===== src/rtl/ist_pkg.sv =====
// package of constants and types for the i2c slave transmitter
`default_nettype none
package ist_pkg;
  // register word offsets (byte addresses)
  localparam logic [3:0] OFS_BUFFER = 4'h0;
  localparam logic [3:0] OFS_CONTROL = 4'h4;
  localparam logic [3:0] OFS_STATUS = 4'h8;
  localparam logic [3:0] OFS_IRQ_STAT = 4'hc;
  localparam logic [3:0] OFS_IRQ_MASK = 4'h0;
  localparam logic [3:0] OFS_ADDR = 4'h0;
  // control fields
  localparam int CTL_RELEASE_BIT = 4;
  localparam int CTL_OVERFLOW_BIT = 6;
  localparam int CTL_ENABLE_BIT = 5;
  localparam logic [7:0] CTL_RESET = 8'h00;
  // status fields
  localparam int STA_FULL_BIT = 0;
  localparam int STA_RW_BIT = 2;
  localparam int STA_DATA_BIT = 5;
  localparam logic [7:0] STA_RESET = 8'h00;
  // interrupt events
  localparam int IRQ_BYTE_BIT = 0;
  localparam int IRQ_NACK_BIT = 1;
  localparam logic [1:0] IRQ_RESET = 2'h0;
  // slave address register (7 bits)
  localparam logic [6:0] SLAVE_ADDR_RESET = 7'h50;
  localparam logic [3:0] BIT_LAST = 4'h8;
  localparam logic [3:0] BIT_ACK = 4'h9;
  // bus-slave answer time in clock cycles
  localparam int BUS_WAIT_CYCLES = 1;
  // link-side states, gray along idle-addr-ack-hold-shift-ackin
  typedef enum logic [2:0] {
    ST_IDLE = 3'b000,
    ST_ADDR = 3'b001,
    ST_ACK = 3'b011,
    ST_HOLD = 3'b010,
    ST_SHIFT = 3'b110,
    ST_ACKIN = 3'b111,
    ST_SKIP = 3'b101
  } ist_state_t;
endpackage
`default_nettype wire


===== src/rtl/ist_pin_if.sv =====
// interface carrying synchronised pin levels and edges between modules
`default_nettype none
interface ist_pin_if;
  logic scl_lvl;
  logic sda_lvl;
  logic scl_rise;
  logic scl_fall;
  logic start_det;
  logic stop_det;
  modport sync (output scl_lvl, sda_lvl, scl_rise, scl_fall, start_det, stop_det);
  modport core (input scl_lvl, sda_lvl, scl_rise, scl_fall, start_det, stop_det);
endinterface
`default_nettype wire


===== src/rtl/ist_pin_sync.sv =====
// three-stage pin synchroniser and bus-condition detector
`default_nettype none
module ist_pin_sync (
  input wire logic sys_clk_i,   // system clock
  input wire logic rst_n_i,     // synchronous reset, low active
  input wire logic scl_i,       // bus clock pin level
  input wire logic sda_i,       // data pin level
  ist_pin_if.sync pins          // filtered levels and edges
);
  logic [2:0] scl_sh;
  logic [2:0] sda_sh;
  logic scl_q;
  logic sda_q;
  logic [2:0] next_scl_sh;
  logic [2:0] next_sda_sh;
  logic next_scl_q;
  logic next_sda_q;

  // a change counts only once stages two and three agree
  always_comb begin
    next_scl_sh = {scl_sh[1:0], scl_i};
    next_sda_sh = {sda_sh[1:0], sda_i};
    next_scl_q = (scl_sh[2] == scl_sh[1]) ? scl_sh[2] : scl_q;
    next_sda_q = (sda_sh[2] == sda_sh[1]) ? sda_sh[2] : sda_q;
  end

  always_ff @(posedge sys_clk_i) begin
    if (!rst_n_i) begin
      scl_sh <= 3'h7;
      sda_sh <= 3'h7;
      scl_q <= 1'b1;
      sda_q <= 1'b1;
    end else begin
      scl_sh <= next_scl_sh;
      sda_sh <= next_sda_sh;
      scl_q <= next_scl_q;
      sda_q <= next_sda_q;
    end
  end

  // edges of the filtered levels; start and stop are sda moves with scl high
  assign pins.scl_lvl = scl_q;
  assign pins.sda_lvl = sda_q;
  assign pins.scl_rise = next_scl_q & ~scl_q;
  assign pins.scl_fall = ~next_scl_q & scl_q;
  assign pins.start_det = scl_q & next_scl_q & sda_q & ~next_sda_q;
  assign pins.stop_det = scl_q & next_scl_q & ~sda_q & next_sda_q;
endmodule
`default_nettype wire


===== src/rtl/ist_top.sv =====
// i2c slave transmitter with avalon-mm register slave
//
// Added by the designer: the placing of the registers and the Avalon-MM register port.
`default_nettype none
module ist_top (
  input wire logic sys_clk_i,              // 20 mhz system clock
  input wire logic rst_n_i,                // synchronous reset, low active
  input wire logic [3:0] avs_address_i,    // byte address
  input wire logic avs_read_i,             // read request
  input wire logic avs_write_i,            // write request
  input wire logic [31:0] avs_writedata_i, // write data
  input wire logic [3:0] avs_byteenable_i, // byte lanes
  output logic [31:0] avs_readdata_o,      // read data
  output logic avs_waitrequest_o,          // stall
  output logic irq_o,                      // level interrupt
  input wire logic scl_i,                  // bus clock pin level
  output logic scl_o,                      // bus clock drive value (always 0)
  output logic scl_oe_o,                   // bus clock pulled low
  input wire logic sda_i,                  // data pin level
  output logic sda_o,                      // data drive value (always 0)
  output logic sda_oe_o                    // data pulled low
);
  // local names for the package's state codes, nothing is imported
  localparam ist_pkg::ist_state_t ST_IDLE = ist_pkg::ST_IDLE;
  localparam ist_pkg::ist_state_t ST_ADDR = ist_pkg::ST_ADDR;
  localparam ist_pkg::ist_state_t ST_ACK = ist_pkg::ST_ACK;
  localparam ist_pkg::ist_state_t ST_HOLD = ist_pkg::ST_HOLD;
  localparam ist_pkg::ist_state_t ST_SHIFT = ist_pkg::ST_SHIFT;
  localparam ist_pkg::ist_state_t ST_ACKIN = ist_pkg::ST_ACKIN;
  localparam ist_pkg::ist_state_t ST_SKIP = ist_pkg::ST_SKIP;
  ist_pin_if pins ();

  ist_pin_sync u_sync (
    .sys_clk_i(sys_clk_i),
    .rst_n_i(rst_n_i),
    .scl_i(scl_i),
    .sda_i(sda_i),
    .pins(pins)
  );

  // ****************************************
  // register state
  // ****************************************
  logic [7:0] serial_byte_buffer;
  logic [7:0] serial_port_control;
  logic [7:0] port_status_reg;
  logic [1:0] irq_stat;
  logic [1:0] irq_mask;
  logic [6:0] slave_addr;
  logic [31:0] rdata;
  logic ack_phase;
  logic [7:0] shift_register;
  logic [3:0] bit_cnt;
  logic sda_drv;
  logic scl_drv;
  ist_pkg::ist_state_t state;

  logic [7:0] next_buffer;
  logic [7:0] next_control;
  logic [7:0] next_status;
  logic [1:0] next_irq_stat;
  logic [1:0] next_irq_mask;
  logic [6:0] next_slave_addr;
  logic [31:0] next_rdata;
  logic next_ack_phase;
  logic [7:0] next_shift;
  logic [3:0] next_bit_cnt;
  logic next_sda_drv;
  logic next_scl_drv;
  ist_pkg::ist_state_t next_state;

  logic wr_hit;
  logic rd_hit;
  logic ev_byte;
  logic ev_nack;
  logic load_addr;
  logic load_tx;
  logic hold_start;
  logic status_clr;

  // byte-lane 0 write strobe for a given offset
  function automatic logic lane0_wr(input logic [3:0] ofs);
    lane0_wr = wr_hit && avs_address_i == ofs && avs_byteenable_i[0];
  endfunction

  // ****************************************
  // avalon slave: one wait cycle, then the access is taken
  // ****************************************
  always_comb begin
    wr_hit = avs_write_i && ack_phase;
    rd_hit = avs_read_i && ack_phase;
    next_ack_phase = (avs_read_i || avs_write_i) && !ack_phase;
    next_rdata = 32'h0000_0000;
    unique case (avs_address_i)
      ist_pkg::OFS_BUFFER: next_rdata[7:0] = serial_byte_buffer;
      ist_pkg::OFS_CONTROL: next_rdata[7:0] = serial_port_control;
      ist_pkg::OFS_STATUS: next_rdata[7:0] = port_status_reg;
      ist_pkg::OFS_IRQ_STAT: next_rdata = {14'h0000, irq_mask, 9'h000, slave_addr};
      default: next_rdata = 32'h0000_0000;
    endcase
  end

  // ****************************************
  // link-side state machine
  // ****************************************
  always_comb begin
    next_state = state;
    next_shift = shift_register;
    next_bit_cnt = bit_cnt;
    next_sda_drv = sda_drv;
    next_scl_drv = scl_drv;
    ev_byte = 1'b0;
    ev_nack = 1'b0;
    load_addr = 1'b0;
    hold_start = 1'b0;
    status_clr = 1'b0;
    if (pins.start_det && serial_port_control[ist_pkg::CTL_ENABLE_BIT]) begin
      next_state = ST_ADDR;
      next_bit_cnt = 4'h0;
      next_sda_drv = 1'b0;
      next_scl_drv = 1'b0;
    end else if (pins.stop_det) begin
      next_state = ST_IDLE;
      next_sda_drv = 1'b0;
      next_scl_drv = 1'b0;
    end else begin
      unique case (state)
        ST_IDLE: next_state = ST_IDLE;
        ST_ADDR: begin
          if (pins.scl_rise) begin
            next_shift = {shift_register[6:0], pins.sda_lvl};
            next_bit_cnt = bit_cnt + 4'h1;
          end
          if (pins.scl_fall && bit_cnt == ist_pkg::BIT_LAST) begin
            if (shift_register[7:1] == slave_addr && shift_register[0]) begin
              load_addr = 1'b1;
              next_sda_drv = 1'b1;    // acknowledge on the ninth bit
              next_state = ST_ACK;
            end else begin
              next_state = ST_SKIP;
            end
          end
        end
        ST_ACK: begin
          if (pins.scl_fall) begin
            ev_byte = 1'b1;
            next_sda_drv = 1'b0;
            next_scl_drv = 1'b1;      // stretch after the acknowledge
            hold_start = 1'b1;
            next_state = ST_HOLD;
          end
        end
        ST_HOLD: begin
          // release only with release bit set; first bit on bus at release
          if (serial_port_control[ist_pkg::CTL_RELEASE_BIT]) begin
            next_scl_drv = 1'b0;
            next_sda_drv = ~shift_register[7];
            next_shift = {shift_register[6:0], 1'b0};
            next_bit_cnt = 4'h1;
            next_state = ST_SHIFT;
          end
        end
        ST_SHIFT: begin
          if (pins.scl_fall) begin
            if (bit_cnt == ist_pkg::BIT_LAST) begin
              next_sda_drv = 1'b0;    // free data for master acknowledge
              next_state = ST_ACKIN;
            end else begin
              next_sda_drv = ~shift_register[7]; // change on falling edge
              next_shift = {shift_register[6:0], 1'b0};
              next_bit_cnt = bit_cnt + 4'h1;
            end
          end
        end
        ST_ACKIN: begin
          if (pins.scl_rise) begin
            next_bit_cnt = ist_pkg::BIT_ACK;
            next_shift[0] = pins.sda_lvl; // latch acknowledge
          end
          if (pins.scl_fall && bit_cnt == ist_pkg::BIT_ACK) begin
            ev_byte = 1'b1;
            if (shift_register[0]) begin
              ev_nack = 1'b1;
              status_clr = 1'b1;
              next_state = ST_IDLE;
            end else begin
              next_scl_drv = 1'b1;    // wait for next byte
              hold_start = 1'b1;
              next_state = ST_HOLD;
            end
          end
        end
        ST_SKIP: next_state = ST_SKIP;
        default: next_state = ST_IDLE;
      endcase
    end
    load_tx = lane0_wr(ist_pkg::OFS_BUFFER);
    if (load_tx) begin
      next_shift = avs_writedata_i[7:0];
    end
  end

  // ****************************************
  // register next values
  // ****************************************
  always_comb begin
    next_buffer = serial_byte_buffer;
    next_control = serial_port_control;
    next_status = port_status_reg;
    next_slave_addr = slave_addr;
    next_irq_mask = irq_mask;
    next_irq_stat = irq_stat;
    if (load_tx) begin
      next_buffer = avs_writedata_i[7:0];
      next_status[ist_pkg::STA_FULL_BIT] = 1'b1;
    end
    if (lane0_wr(ist_pkg::OFS_CONTROL)) begin
      next_control = avs_writedata_i[7:0]; // overflow cleared by software
    end
    if (wr_hit && avs_address_i == ist_pkg::OFS_IRQ_STAT) begin
      if (avs_byteenable_i[0]) begin
        next_slave_addr = avs_writedata_i[6:0];
      end
      if (avs_byteenable_i[2]) begin
        next_irq_mask = avs_writedata_i[17:16];
      end
    end
    if (rd_hit && avs_address_i == ist_pkg::OFS_BUFFER) begin
      next_status[ist_pkg::STA_FULL_BIT] = 1'b0;
    end
    if (hold_start) begin
      next_control[ist_pkg::CTL_RELEASE_BIT] = 1'b0;
      next_status[ist_pkg::STA_FULL_BIT] = load_tx; // a same-cycle load keeps full set
    end
    if (load_addr) begin
      next_buffer = shift_register;
      next_status[ist_pkg::STA_RW_BIT] = 1'b1;
      next_status[ist_pkg::STA_DATA_BIT] = 1'b0;
    end
    if (ev_byte && !load_addr && state == ST_ACKIN) begin
      next_status[ist_pkg::STA_DATA_BIT] = 1'b1;   // last byte was data
    end
    if (status_clr) begin
      next_status = ist_pkg::STA_RESET;
    end
    // reading status clears; a same-cycle event still sets (set wins)
    if (rd_hit && avs_address_i == ist_pkg::OFS_IRQ_STAT) begin
      next_irq_stat = ist_pkg::IRQ_RESET;
    end
    if (ev_byte) begin
      next_irq_stat[ist_pkg::IRQ_BYTE_BIT] = 1'b1;
    end
    if (ev_nack) begin
      next_irq_stat[ist_pkg::IRQ_NACK_BIT] = 1'b1;
    end
  end

  always_ff @(posedge sys_clk_i) begin
    if (!rst_n_i) begin
      state <= ST_IDLE;
      shift_register <= 8'h00;
      bit_cnt <= 4'h0;
      sda_drv <= 1'b0;
      scl_drv <= 1'b0;
      serial_byte_buffer <= 8'h00;
      serial_port_control <= ist_pkg::CTL_RESET;
      port_status_reg <= ist_pkg::STA_RESET;
      irq_stat <= ist_pkg::IRQ_RESET;
      irq_mask <= 2'h0;
      slave_addr <= ist_pkg::SLAVE_ADDR_RESET;
      rdata <= 32'h0000_0000;
      ack_phase <= 1'b0;
    end else begin
      state <= next_state;
      shift_register <= next_shift;
      bit_cnt <= next_bit_cnt;
      sda_drv <= next_sda_drv;
      scl_drv <= next_scl_drv;
      serial_byte_buffer <= next_buffer;
      serial_port_control <= next_control;
      port_status_reg <= next_status;
      irq_stat <= next_irq_stat;
      irq_mask <= next_irq_mask;
      slave_addr <= next_slave_addr;
      rdata <= next_rdata;
      ack_phase <= next_ack_phase;
    end
  end

  // ****************************************
  // outputs, from flops except the constant drive values
  // ****************************************
  logic irq_q;
  always_ff @(posedge sys_clk_i) begin
    if (!rst_n_i) begin
      irq_q <= 1'b0;
    end else begin
      irq_q <= |(next_irq_stat & next_irq_mask);
    end
  end
  assign irq_o = irq_q;
  assign avs_readdata_o = rdata;
  assign avs_waitrequest_o = ~ack_phase;
  assign scl_o = 1'b0;
  assign sda_o = 1'b0;
  assign scl_oe_o = scl_drv;
  assign sda_oe_o = sda_drv;

  // ****************************************
  // checks
  // ****************************************
  hold_clears_rel_a: assert property (@(posedge sys_clk_i) disable iff (!rst_n_i)
    $rose(scl_drv) |-> !serial_port_control[ist_pkg::CTL_RELEASE_BIT])
    else $error("release bit not cleared at hold");
  release_needs_bit_a: assert property (@(posedge sys_clk_i) disable iff (!rst_n_i)
    ($fell(scl_drv) && $past(state) == ST_HOLD)
      |-> $past(serial_port_control[ist_pkg::CTL_RELEASE_BIT]))
    else $error("clock released without release bit");
  addr_read_flag_a: assert property (@(posedge sys_clk_i) disable iff (!rst_n_i)
    load_addr |=> port_status_reg[ist_pkg::STA_RW_BIT] && state == ST_ACK)
    else $error("read flag not set on address match");
  addr_to_buf_a: assert property (@(posedge sys_clk_i) disable iff (!rst_n_i)
    load_addr |=> serial_byte_buffer == $past(shift_register))
    else $error("address not copied to buffer");
  ack_drive_a: assert property (@(posedge sys_clk_i) disable iff (!rst_n_i)
    state == ST_ACK |-> sda_oe_o)
    else $error("no acknowledge during ninth bit");
  tx_load_a: assert property (@(posedge sys_clk_i) disable iff (!rst_n_i)
    load_tx |=> shift_register == $past(avs_writedata_i[7:0]))
    else $error("shift register not loaded");
  nack_ends_a: assert property (@(posedge sys_clk_i) disable iff (!rst_n_i)
    ev_nack |=> state == ST_IDLE && port_status_reg == 8'h00 && !scl_oe_o)
    else $error("not-acknowledge did not end transfer");
  byte_irq_a: assert property (@(posedge sys_clk_i) disable iff (!rst_n_i)
    ev_byte |=> irq_stat[ist_pkg::IRQ_BYTE_BIT])
    else $error("byte flag not set");
  buf_read_a: assert property (@(posedge sys_clk_i) disable iff (!rst_n_i)
    (rd_hit && avs_address_i == 4'h0 && !load_tx) |=> !port_status_reg[0])
    else $error("full flag not cleared by read");
  ack_hold_c: cover property (@(posedge sys_clk_i) disable iff (!rst_n_i)
    state == ST_ACKIN ##1 state == ST_HOLD);
  nack_c: cover property (@(posedge sys_clk_i) disable iff (!rst_n_i) ev_nack);
  release_c: cover property (@(posedge sys_clk_i) disable iff (!rst_n_i)
    state == ST_HOLD ##1 state == ST_SHIFT);
endmodule
`default_nettype wire


===== config.mk =====
export PLATFORM = sky130hd
export DESIGN_NAME = ist_top
export DESIGN_NICKNAME = d
export VERILOG_FILES = /design/src/rtl/ist_pkg.sv /design/src/rtl/ist_pin_if.sv /design/src/rtl/ist_pin_sync.sv /design/src/rtl/ist_top.sv
export SDC_FILE = /design/constraint.sdc
export NUM_CORES = 1
export LEC_CHECK = 0
export BUFFER_PORTS_ARGS = -buffer_cell sky130_fd_sc_hd__buf_2
export CAP_MARGIN = 25
export CORE_ASPECT_RATIO = 1.25
export CORE_MARGIN = 1.5
export CORE_UTILIZATION = 40
export CTS_CLUSTER_DIAMETER = 40
export DETAILED_ROUTE_END_ITERATION = 7
export SKIP_CTS_REPAIR_TIMING = 1
export SYNTH_ARGS = -nofsm -noshare
export SYNTH_HDL_FRONTEND = slang
export SYNTH_SLANG_ARGS = --single-unit

===== constraint.sdc =====
create_clock -name sys_clk_i -period 5.62 [get_ports sys_clk_i]
set_input_delay 0.562 -clock sys_clk_i [delete_from_list [all_inputs] [get_ports sys_clk_i]]
set_output_delay 0.562 -clock sys_clk_i [all_outputs]
set_load 0.02 [all_outputs]

Word-level counts from Yosys, hierarchy flattened:

Cells that the tools add are included.

* bits in registers: 89

* add/subtract/negate cells: 1
* eq/ne operators: 38
* multiplexer cells: 74
* bitwise logic cells: 16
* reduce and logical (&&, ||, !) cells: 42

Operator list (count)
* two-way mux 8 bit: 9
* two-way mux 1 bit: 40
* one-hot mux 8 bit (4 select lines): 1
* != test 2 bit, second input constant: 12
* != test 4 bit, second input constant: 6
* two-way mux 3 bit: 7
* one-hot mux 7 bit (3 select lines): 1
* two-way mux 4 bit: 5
* one-hot mux 3 bit (6 select lines): 1
* AND reduction 6 bit: 3
* == test 4 bit, second input constant: 4
* logical AND 1 bit: 16
* one-hot mux 4 bit (4 select lines): 1
* != test 3 bit, second input constant: 5
* AND reduction 7 bit: 2
* nonzero test 4 bit: 3
* == test 3 bit, second input constant: 3
* two-way mux 2 bit: 4
* inverter 1 bit: 8
* one-hot mux 1 bit (4 select lines): 2
* AND reduction 8 bit: 1
* OR reduction 2 bit: 4
* AND 1 bit: 7
* == test 7 bit: 1
* 18 further kinds: 25

Logic depth before layout (Yosys ltp):

Gate-level depths: netlist of the first run.

* depth after elaboration: 13
* mapped depth: 8
* mapped depth without buffers: 7

Cells and area by module:

A second synthesis of the first run with hierarchy kept.

* cells, all modules: 366
* area total of the unflattened synthesis: 3418.3 um2

Modules (own cells, without submodules)
* ist_top: times used 1, cells an instance 339, area each 3145.5 um2, sequential area each 1181.1 um2
* ist_pin_sync: times used 1, cells an instance 27, area each 272.8 um2, sequential area each 160.2 um2

Worst setup path before layout of the first run:

OpenSTA, ideal clock, no wires.

* kind: register -> register
* from: register bit_cnt[1]
* to: register serial_byte_buffer[1]
* setup time: 91 ps
* arrival time: 1828 ps
* required time: 5529 ps
* setup slack: 3701 ps
* stages on the path, launching flop included: 9
* path buffers: 2
* cells stage by stage: dfxtp_1 inv_1 ha_1 and3b_1 nand3_1 or4b_1 buf_6 buf_8 a311oi_1

* longest elaborated chain between the ends: 7

Ends and longest elaborated chain
* from (decl): RTL line ist_top.sv:53 `logic [3:0] bit_cnt;`
* from (signal assigned): RTL line ist_top.sv:276 `bit_cnt <= next_bit_cnt;`
* == test 4 bit *: RTL line ist_top.sv:134 `if (pins.scl_fall && bit_cnt == ist_pkg::BIT_LAST) begin`
* logical AND 1 bit *: RTL line ist_top.sv:134
* two-way mux 1 bit *: RTL line ist_top.sv:134
* two-way mux 1 bit *: RTL line ist_top.sv:127 `unique case (state)`
* two-way mux 1 bit *: RTL line ist_top.sv:122 `end else if (pins.stop_det) begin`
* two-way mux 1 bit *: RTL line ist_top.sv:117 `if (pins.start_det && serial_port_control[ist_pkg::CTL_ENABLE_BIT]) begin`
* two-way mux 8 bit or nonzero test 2 bit (tied branches)
* to (signal assigned): RTL line ist_top.sv:279 `serial_byte_buffer <= next_buffer;`
* to (decl): RTL line ist_top.sv:44 `logic [7:0] serial_byte_buffer;`

Mark *: on every way between the ends. The rest lies on a longest branch, timed or not.
A chain may end at the register's enable or synchronous reset.

Worst setup path in the final report of the first run:

* from: register state[0]
* to: register serial_byte_buffer[5]

* longest elaborated chain between the ends: 5

Ends and longest elaborated chain
* from (decl): RTL line ist_top.sv:56 `ist_pkg::ist_state_t state;`
* from (signal assigned): RTL line ist_top.sv:274 `state <= next_state;`
* == test 3 x 1 -> 1 bit *: RTL line ist_top.sv:127
* two-way mux 1 bit *: RTL line ist_top.sv:127
* two-way mux 1 bit *: RTL line ist_top.sv:122
* two-way mux 1 bit *: RTL line ist_top.sv:117
* two-way mux 8 bit or nonzero test 2 bit (tied branches)

Marked as above.

==> metrics, run 1 <==
vias=2,848; slowest CP cell=or4b_1; CP Class=reg -> reg; die area=0.00905 mm^2; clk root buf=clkbuf_8; worst hold margin=0.388 ns; fmax=389 MHz; global-route wire length before repair=13.4 mm; H-tree levels=3; Min-Delay Path Depth=2; Final setup viols=0; R2R cell count=4; GRT Util Overall=19.3%; Syn Inst Count=392; hold path start=scl_i; MaxCap Viol Count=0; Cell Chain, Critical Path=nor3b_2, nand3_1, or4b_1, a311oi_1; Worst setup SP type=flip-flop; final wirelength=8.22 mm; WL per Instance=15.8 um; Data arrival, critical path=2.81 ns; Post-Syn Area=0.00340 mm^2; sequential share of the synthesized area=39.5%; Die H=106 um; total gr overflow=0; Largest delay share family, worst path=simple AND/OR/NAND/NOR gates; floorplan row count=37; Worst-path clk slew=0.07 ns; Power Total=963 uW; Placement Setup Slack=2.70 ns; Worst R2R End=serial_byte_buffer[5]$_SDFFE_PN0P_; Post-synth EDFFs=0; Sink Count=67; PwrDens=259 mW/mm^2; crit-path max FO=21; area growth from synthesis to layout=9.40%; Pre-Repair DR Iteration Count=6; yosys warns=0; Layout Nets=467; max-slew violations=0; final worst slack=3.05 ns; Critical Path Sink Type=flip-flop; core area=0.00824 mm^2; Bufs and invs on worst path=0; clk buf depth=2; Synth Register Bits=67; post-DP HPWL=5.80 mm; Layout Skew=0.0105 ns; final weighted congestion in routability-driven placement=0.811; Slew @ Worst Pin=0.936 ns; CP Data Required Time=5.86 ns; Largest register FFs=10; Cell variety after synth=61; Final period util=45.8%; Hold EP=u_sync.scl_sh[0]$_SDFF_PN1_; CP max stage delay=0.86 ns; maximum number of pins on one net before global-route repair=33; violated checks=design-rule violations; 1st-iter DRT viols=116; antenna cells=0; Die W=85.4 um; TritonCTS clock tree=done; RSZ-0062 raised after global routing=no; Slew HR=37.5%; initial antenna violation count=0; hold crit path type=in -> reg; CTS buffer count=9; Max IR drop VDD=0.168 mV; post-DR vias/cell=5.49; reg2reg setup slack=3.05 ns; endpoints failing hold=0; Routed Antenna Nets=0; vias in the first global route=2,694; Clock Latency Late Sink=0.35 ns; leakage power total=1.47 nW; Sum Neg Setup Slack=0 ns; ys async rst share=0%; DR DRC count=1; num ports=84; Starting Density=41.2%; Post-Syn Area per Cell=8.66 um^2; RR Startpoint=state[0]$_SDFFE_PN0P_; layout cells sized above 1=15.2%; outcome=finished with violations; Post-synth top flop=dfxtp_1; input/output buffers=35; final core occ=45.1%; clock period minus worst slack=2.57 ns
## per-layer routing
metal / track usage (%) / share of wire, % / vias to the layer above
met5: 0 / 0 / -
li1: - / - / 1398
met4: 12.6 / 4.6 / 0
met3: 3.73 / 4.7 / 24
met1: 22.7 / 42 / 1351
met2: 31.6 / 49 / 75
## area by class of cell
cell class / count / area [um^2]
Clock inverter: 5 / 78.8
Inverter: 8 / 30.0
Multi-Input combinational cell: 297 / 1840
Tap cell: 97 / 121
Fill cell: 834 / 4530
Timing Repair Buffer: 35 / 175
Clock buffer: 10 / 128
Sequential cell: 67 / 1340
## through the flow
| stage | cells | instance area [um^2] |
|---|---|---|
| floorplan | 415 | 3480 |
| global placement | 504 | 3510 |
| detailed placement | 504 | 3510 |
| CTS | 519 | 3710 |
| global route | 519 | 3710 |
| finish | 519 | 3710 |
## report_power, final
| group | leakage [nW] | total [mW] | switching, mW | internal [mW] |
|---|---|---|---|---|
| Clock | 0.106 | 0.428 | 0.181 | 0.246 |
| Combinational | 0.820 | 0.0543 | 0.0404 | 0.0139 |
| Sequential | 0.541 | 0.482 | 0.00358 | 0.478 |
## cell usage in the layout, fill, tap and decap left out, types with 2 or more instances in the layout
cell type	n
dfxtp_1	67
nor2_1	41
nand2_1	38
buf_2	35
mux2i_1	29
conb_1	24
a21oi_1	22
o21ai_0	19
nand3_1	12
clkbuf_8	9
a311oi_1	8
nand2b_1	8
inv_1	7
and3_1	7
xnor2_1	6
nand4_1	5
mux2_2	5
nor3_1	5
nor4_1	4
nand3b_1	4
a22oi_1	4
and2_1	4
nor2b_1	3
o22ai_1	3
o22a_1	3
ha_1	3
a31oi_1	2
or3_1	2
a211oi_1	2
or3b_2	2
nor3b_1	2
or4_1	2
a32o_1	2
a21o_1	2
o21a_1	2
clkinv_2	2
bufinv_16	2
## logic make-up after synthesis
| family | Yosys count | share of synthesized area (%) |
|---|---|---|
| multiplexers | 34 | 10.2 |
| other | 1 | 0.110 |
| adder cells (fa/ha/maj) | 3 | 1.11 |
| flip-flops | 67 | 39.5 |
| AND/OR/NAND/NOR | 150 | 23.3 |
| XOR/XNOR | 7 | 1.81 |
| buffers and inverters | 51 | 8.84 |
| AO/OA/AOI/OAI | 79 | 15.1 |
## how the worst max path moves through the flow
stage | start | slack, ns | cells past startpoint | endpoint
global placement | avs_address_i[2] | 2.70 | 6 | shift_register[0]$_SDFFE_PN0P_
detailed placement | avs_address_i[2] | 2.70 | 6 | shift_register[0]$_SDFFE_PN0P_
floorplan | bit_cnt[1]$_SDFFE_PP0P_ | 3.70 | 8 | serial_byte_buffer[1]$_SDFFE_PN0P_
finish | state[0]$_SDFFE_PN0P_ | 3.05 | 4 | serial_byte_buffer[5]$_SDFFE_PN0P_
global route | rst_n_i | 2.74 | 5 | state[2]$_SDFFE_PP0P_
CTS | avs_address_i[2] | 3.07 | 6 | shift_register[0]$_SDFFE_PN0P_
## cells in the mapped netlist (all sizes together), types with 2 or more instances
cell type | instances | area share (%)
dfxtp | 67 | 39
nor2 | 41 | 4.5
nand2 | 38 | 4.2
mux2i | 29 | 8.5
buf | 28 | 6.3
a21oi | 22 | 3.2
o21ai | 20 | 2.9
clkbuf | 15 | 1.7
nand3 | 12 | 1.8
a311oi | 8 | 2.1
nand2b | 8 | 1.5
and3 | 7 | 1.3
inv | 7 | 0.77
xnor2 | 6 | 1.5
mux2 | 5 | 1.7
nand4 | 5 | 0.92
nor3 | 5 | 0.74
nor4 | 5 | 1.4
a22oi | 4 | 0.88
and2 | 4 | 0.74
nand3b | 4 | 0.88
nor3b | 4 | 1.4
a211oi | 3 | 0.81
ha | 3 | 1.1
nor2b | 3 | 0.55
o22a | 3 | 0.77
o22ai | 3 | 0.55
a21o | 2 | 0.44
a31oi | 2 | 0.37
a32o | 2 | 0.59
and3b | 2 | 0.55
o21a | 2 | 0.44
or3 | 2 | 0.37
or3b | 2 | 0.52
or4 | 2 | 0.44
No activity file was read; power rests on OpenSTA's default activity.
==> run 2: changes to the inputs <==
- clock period: 5.62 -> 2.7 ns (I/O delays scaled with it)
==> run 2 against run 1 <==
Compared with the run above: the run still ends with design-rule violations left; clock skew rose by 0.0030 ns; clock power rose by 74%; power rose by 93%; clock-buffer cell count rose by 1; non-clock buffer count rose by 9; final area rose by 0.84%.
==> metrics, run 2 (synthesis results as in run 1) <==
outcome=finished with violations; violated checks=design-rule violations; post-DP HPWL=6.07 mm; Finished Cell Area=0.00375 mm^2; antenna cells=0; Die W=85.4 um; final worst slack=0.536 ns; Pre-Repair DR Iteration Count=7; Critical Path Sink Type=flip-flop; DR DRC count=1; maximum number of pins on one net before global-route repair=32; Largest delay share family, worst path=simple AND/OR/NAND/NOR gates; vias in the first global route=2,813; final weighted congestion in routability-driven placement=0.870; slowest CP cell=or4b_1; num ports=84; Final period util=80.2%; H-tree levels=3; clk root buf=clkbuf_8; clock period minus worst slack=2.16 ns; CTS buffer count=9; Layout Nets=476; multi-input logic area=0.00184 mm^2; fmax=462 MHz; CP Class=reg -> reg; placed cell area=0.00358 mm^2; Slew @ Worst Pin=0.761 ns; commonest non-fill, non-tap cell in the layout=dfxtp_1; core area=0.00824 mm^2; floorplan row count=37; Die H=106 um; Sink Count=67; global-route wire length before repair=13.7 mm; WL per Instance=16.0 um; Sum Neg Setup Slack=0 ns; crit-path max FO=8; layout cells sized above 1=17.1%; Largest register FFs=10; Worst setup SP type=flip-flop; GRT Util Overall=19.5%; fillers=841; Bufs and invs on worst path=2; initial antenna violation count=0; final wirelength=8.46 mm; endpoints failing hold=0; most frequent cells in the layout=67 x dfxtp_1, 41 x nor2_1, 38 x nand2_1; Final setup viols=0; hold crit path type=in -> reg; leakage power total=1.50 nW; die area=0.00905 mm^2; Worst-path clk slew=0.07 ns; Layout Skew=0.0135 ns; Max IR drop VDD=0.329 mV; input/output buffers=35; PwrDens=496 mW/mm^2; CP Data Required Time=2.95 ns; 1st-iter DRT viols=150; total gr overflow=0; RSZ-0062 raised after global routing=no; Cell Chain, Critical Path=inv_1, ha_1, and3b_1, nand3_1, or4b_1, buf_4, a311oi_1; max-slew violations=0; Slew HR=48.8%; post-DR vias/cell=5.46; MaxCap Viol Count=0; Starting Density=41.2%; Clock Latency Late Sink=0.35 ns; clk buf depth=2; Register Area=0.00134 mm^2; area growth from synthesis to layout=10.3%; Data arrival, critical path=2.41 ns; Routed Antenna Nets=0; CP max stage delay=0.57 ns; Placement Setup Slack=0.581 ns; vias=2,888; TritonCTS clock tree=done
[run 2: per-stage QoR]
| stage | power (mW) | hold slack (ns) | std cells | utilization, % |
|---|---|---|---|---|
| after floorplan | 1.12 | 0.371 | 415 | - |
| after global placement | 1.14 | 0.391 | 513 | 43.4 |
| after detailed placement | 1.14 | 0.392 | 513 | 43.4 |
| after CTS | 1.88 | 0.0822 | 529 | 45.5 |
| after global routing | 1.93 | 0.107 | 529 | 45.5 |
| final | 1.86 | 0.0994 | 529 | 45.5 |
[run 2: metal layers]
metal	track usage (%)	vias up	part of all wire, %
met5	0	-	0
met4	8.18	0	2.0
met3	4.19	16	5.3
met2	34.8	90	52
met1	22.3	1363	40
li1	-	1419	-
[run 2: final cells by class]
type,instances,share of cell area [%]
well taps,97,3.24
repair buffers,44,6.48
inverters,8,0.802
multi-input cells,297,49.1
clock buffers,11,3.77
clock inverters,5,0.768
flip-flops and latches,67,35.8
[run 2: final timing paths]
check / depth (start not counted) / start / slack [ns] / end
setup / recovery: 7 / bit_cnt[1]$_SDFFE_PP0P_ / 0.54 / serial_byte_buffer[1]$_SDFFE_PN0P_
hold / removal: 2 / scl_i / 0.1 / u_sync.scl_sh[0]$_SDFF_PN1_
setup reg to reg: 7 / bit_cnt[1]$_SDFFE_PP0P_ / 0.54 / serial_byte_buffer[1]$_SDFFE_PN0P_
hold reg to reg: 1 / u_sync.scl_sh[0]$_SDFF_PN1_ / 0.41 / u_sync.scl_sh[1]$_SDFF_PN1_
[run 2: where the power goes]
part | switching (mW) | total (mW) | internal [mW] | leakage, nW
Sequential | 0.00706 | 1.00 | 0.994 | 0.541
Combinational | 0.0841 | 0.115 | 0.0309 | 0.863
Clock | 0.389 | 0.743 | 0.354 | 0.0928
Total | 0.480 | 1.86 | 1.38 | 1.50
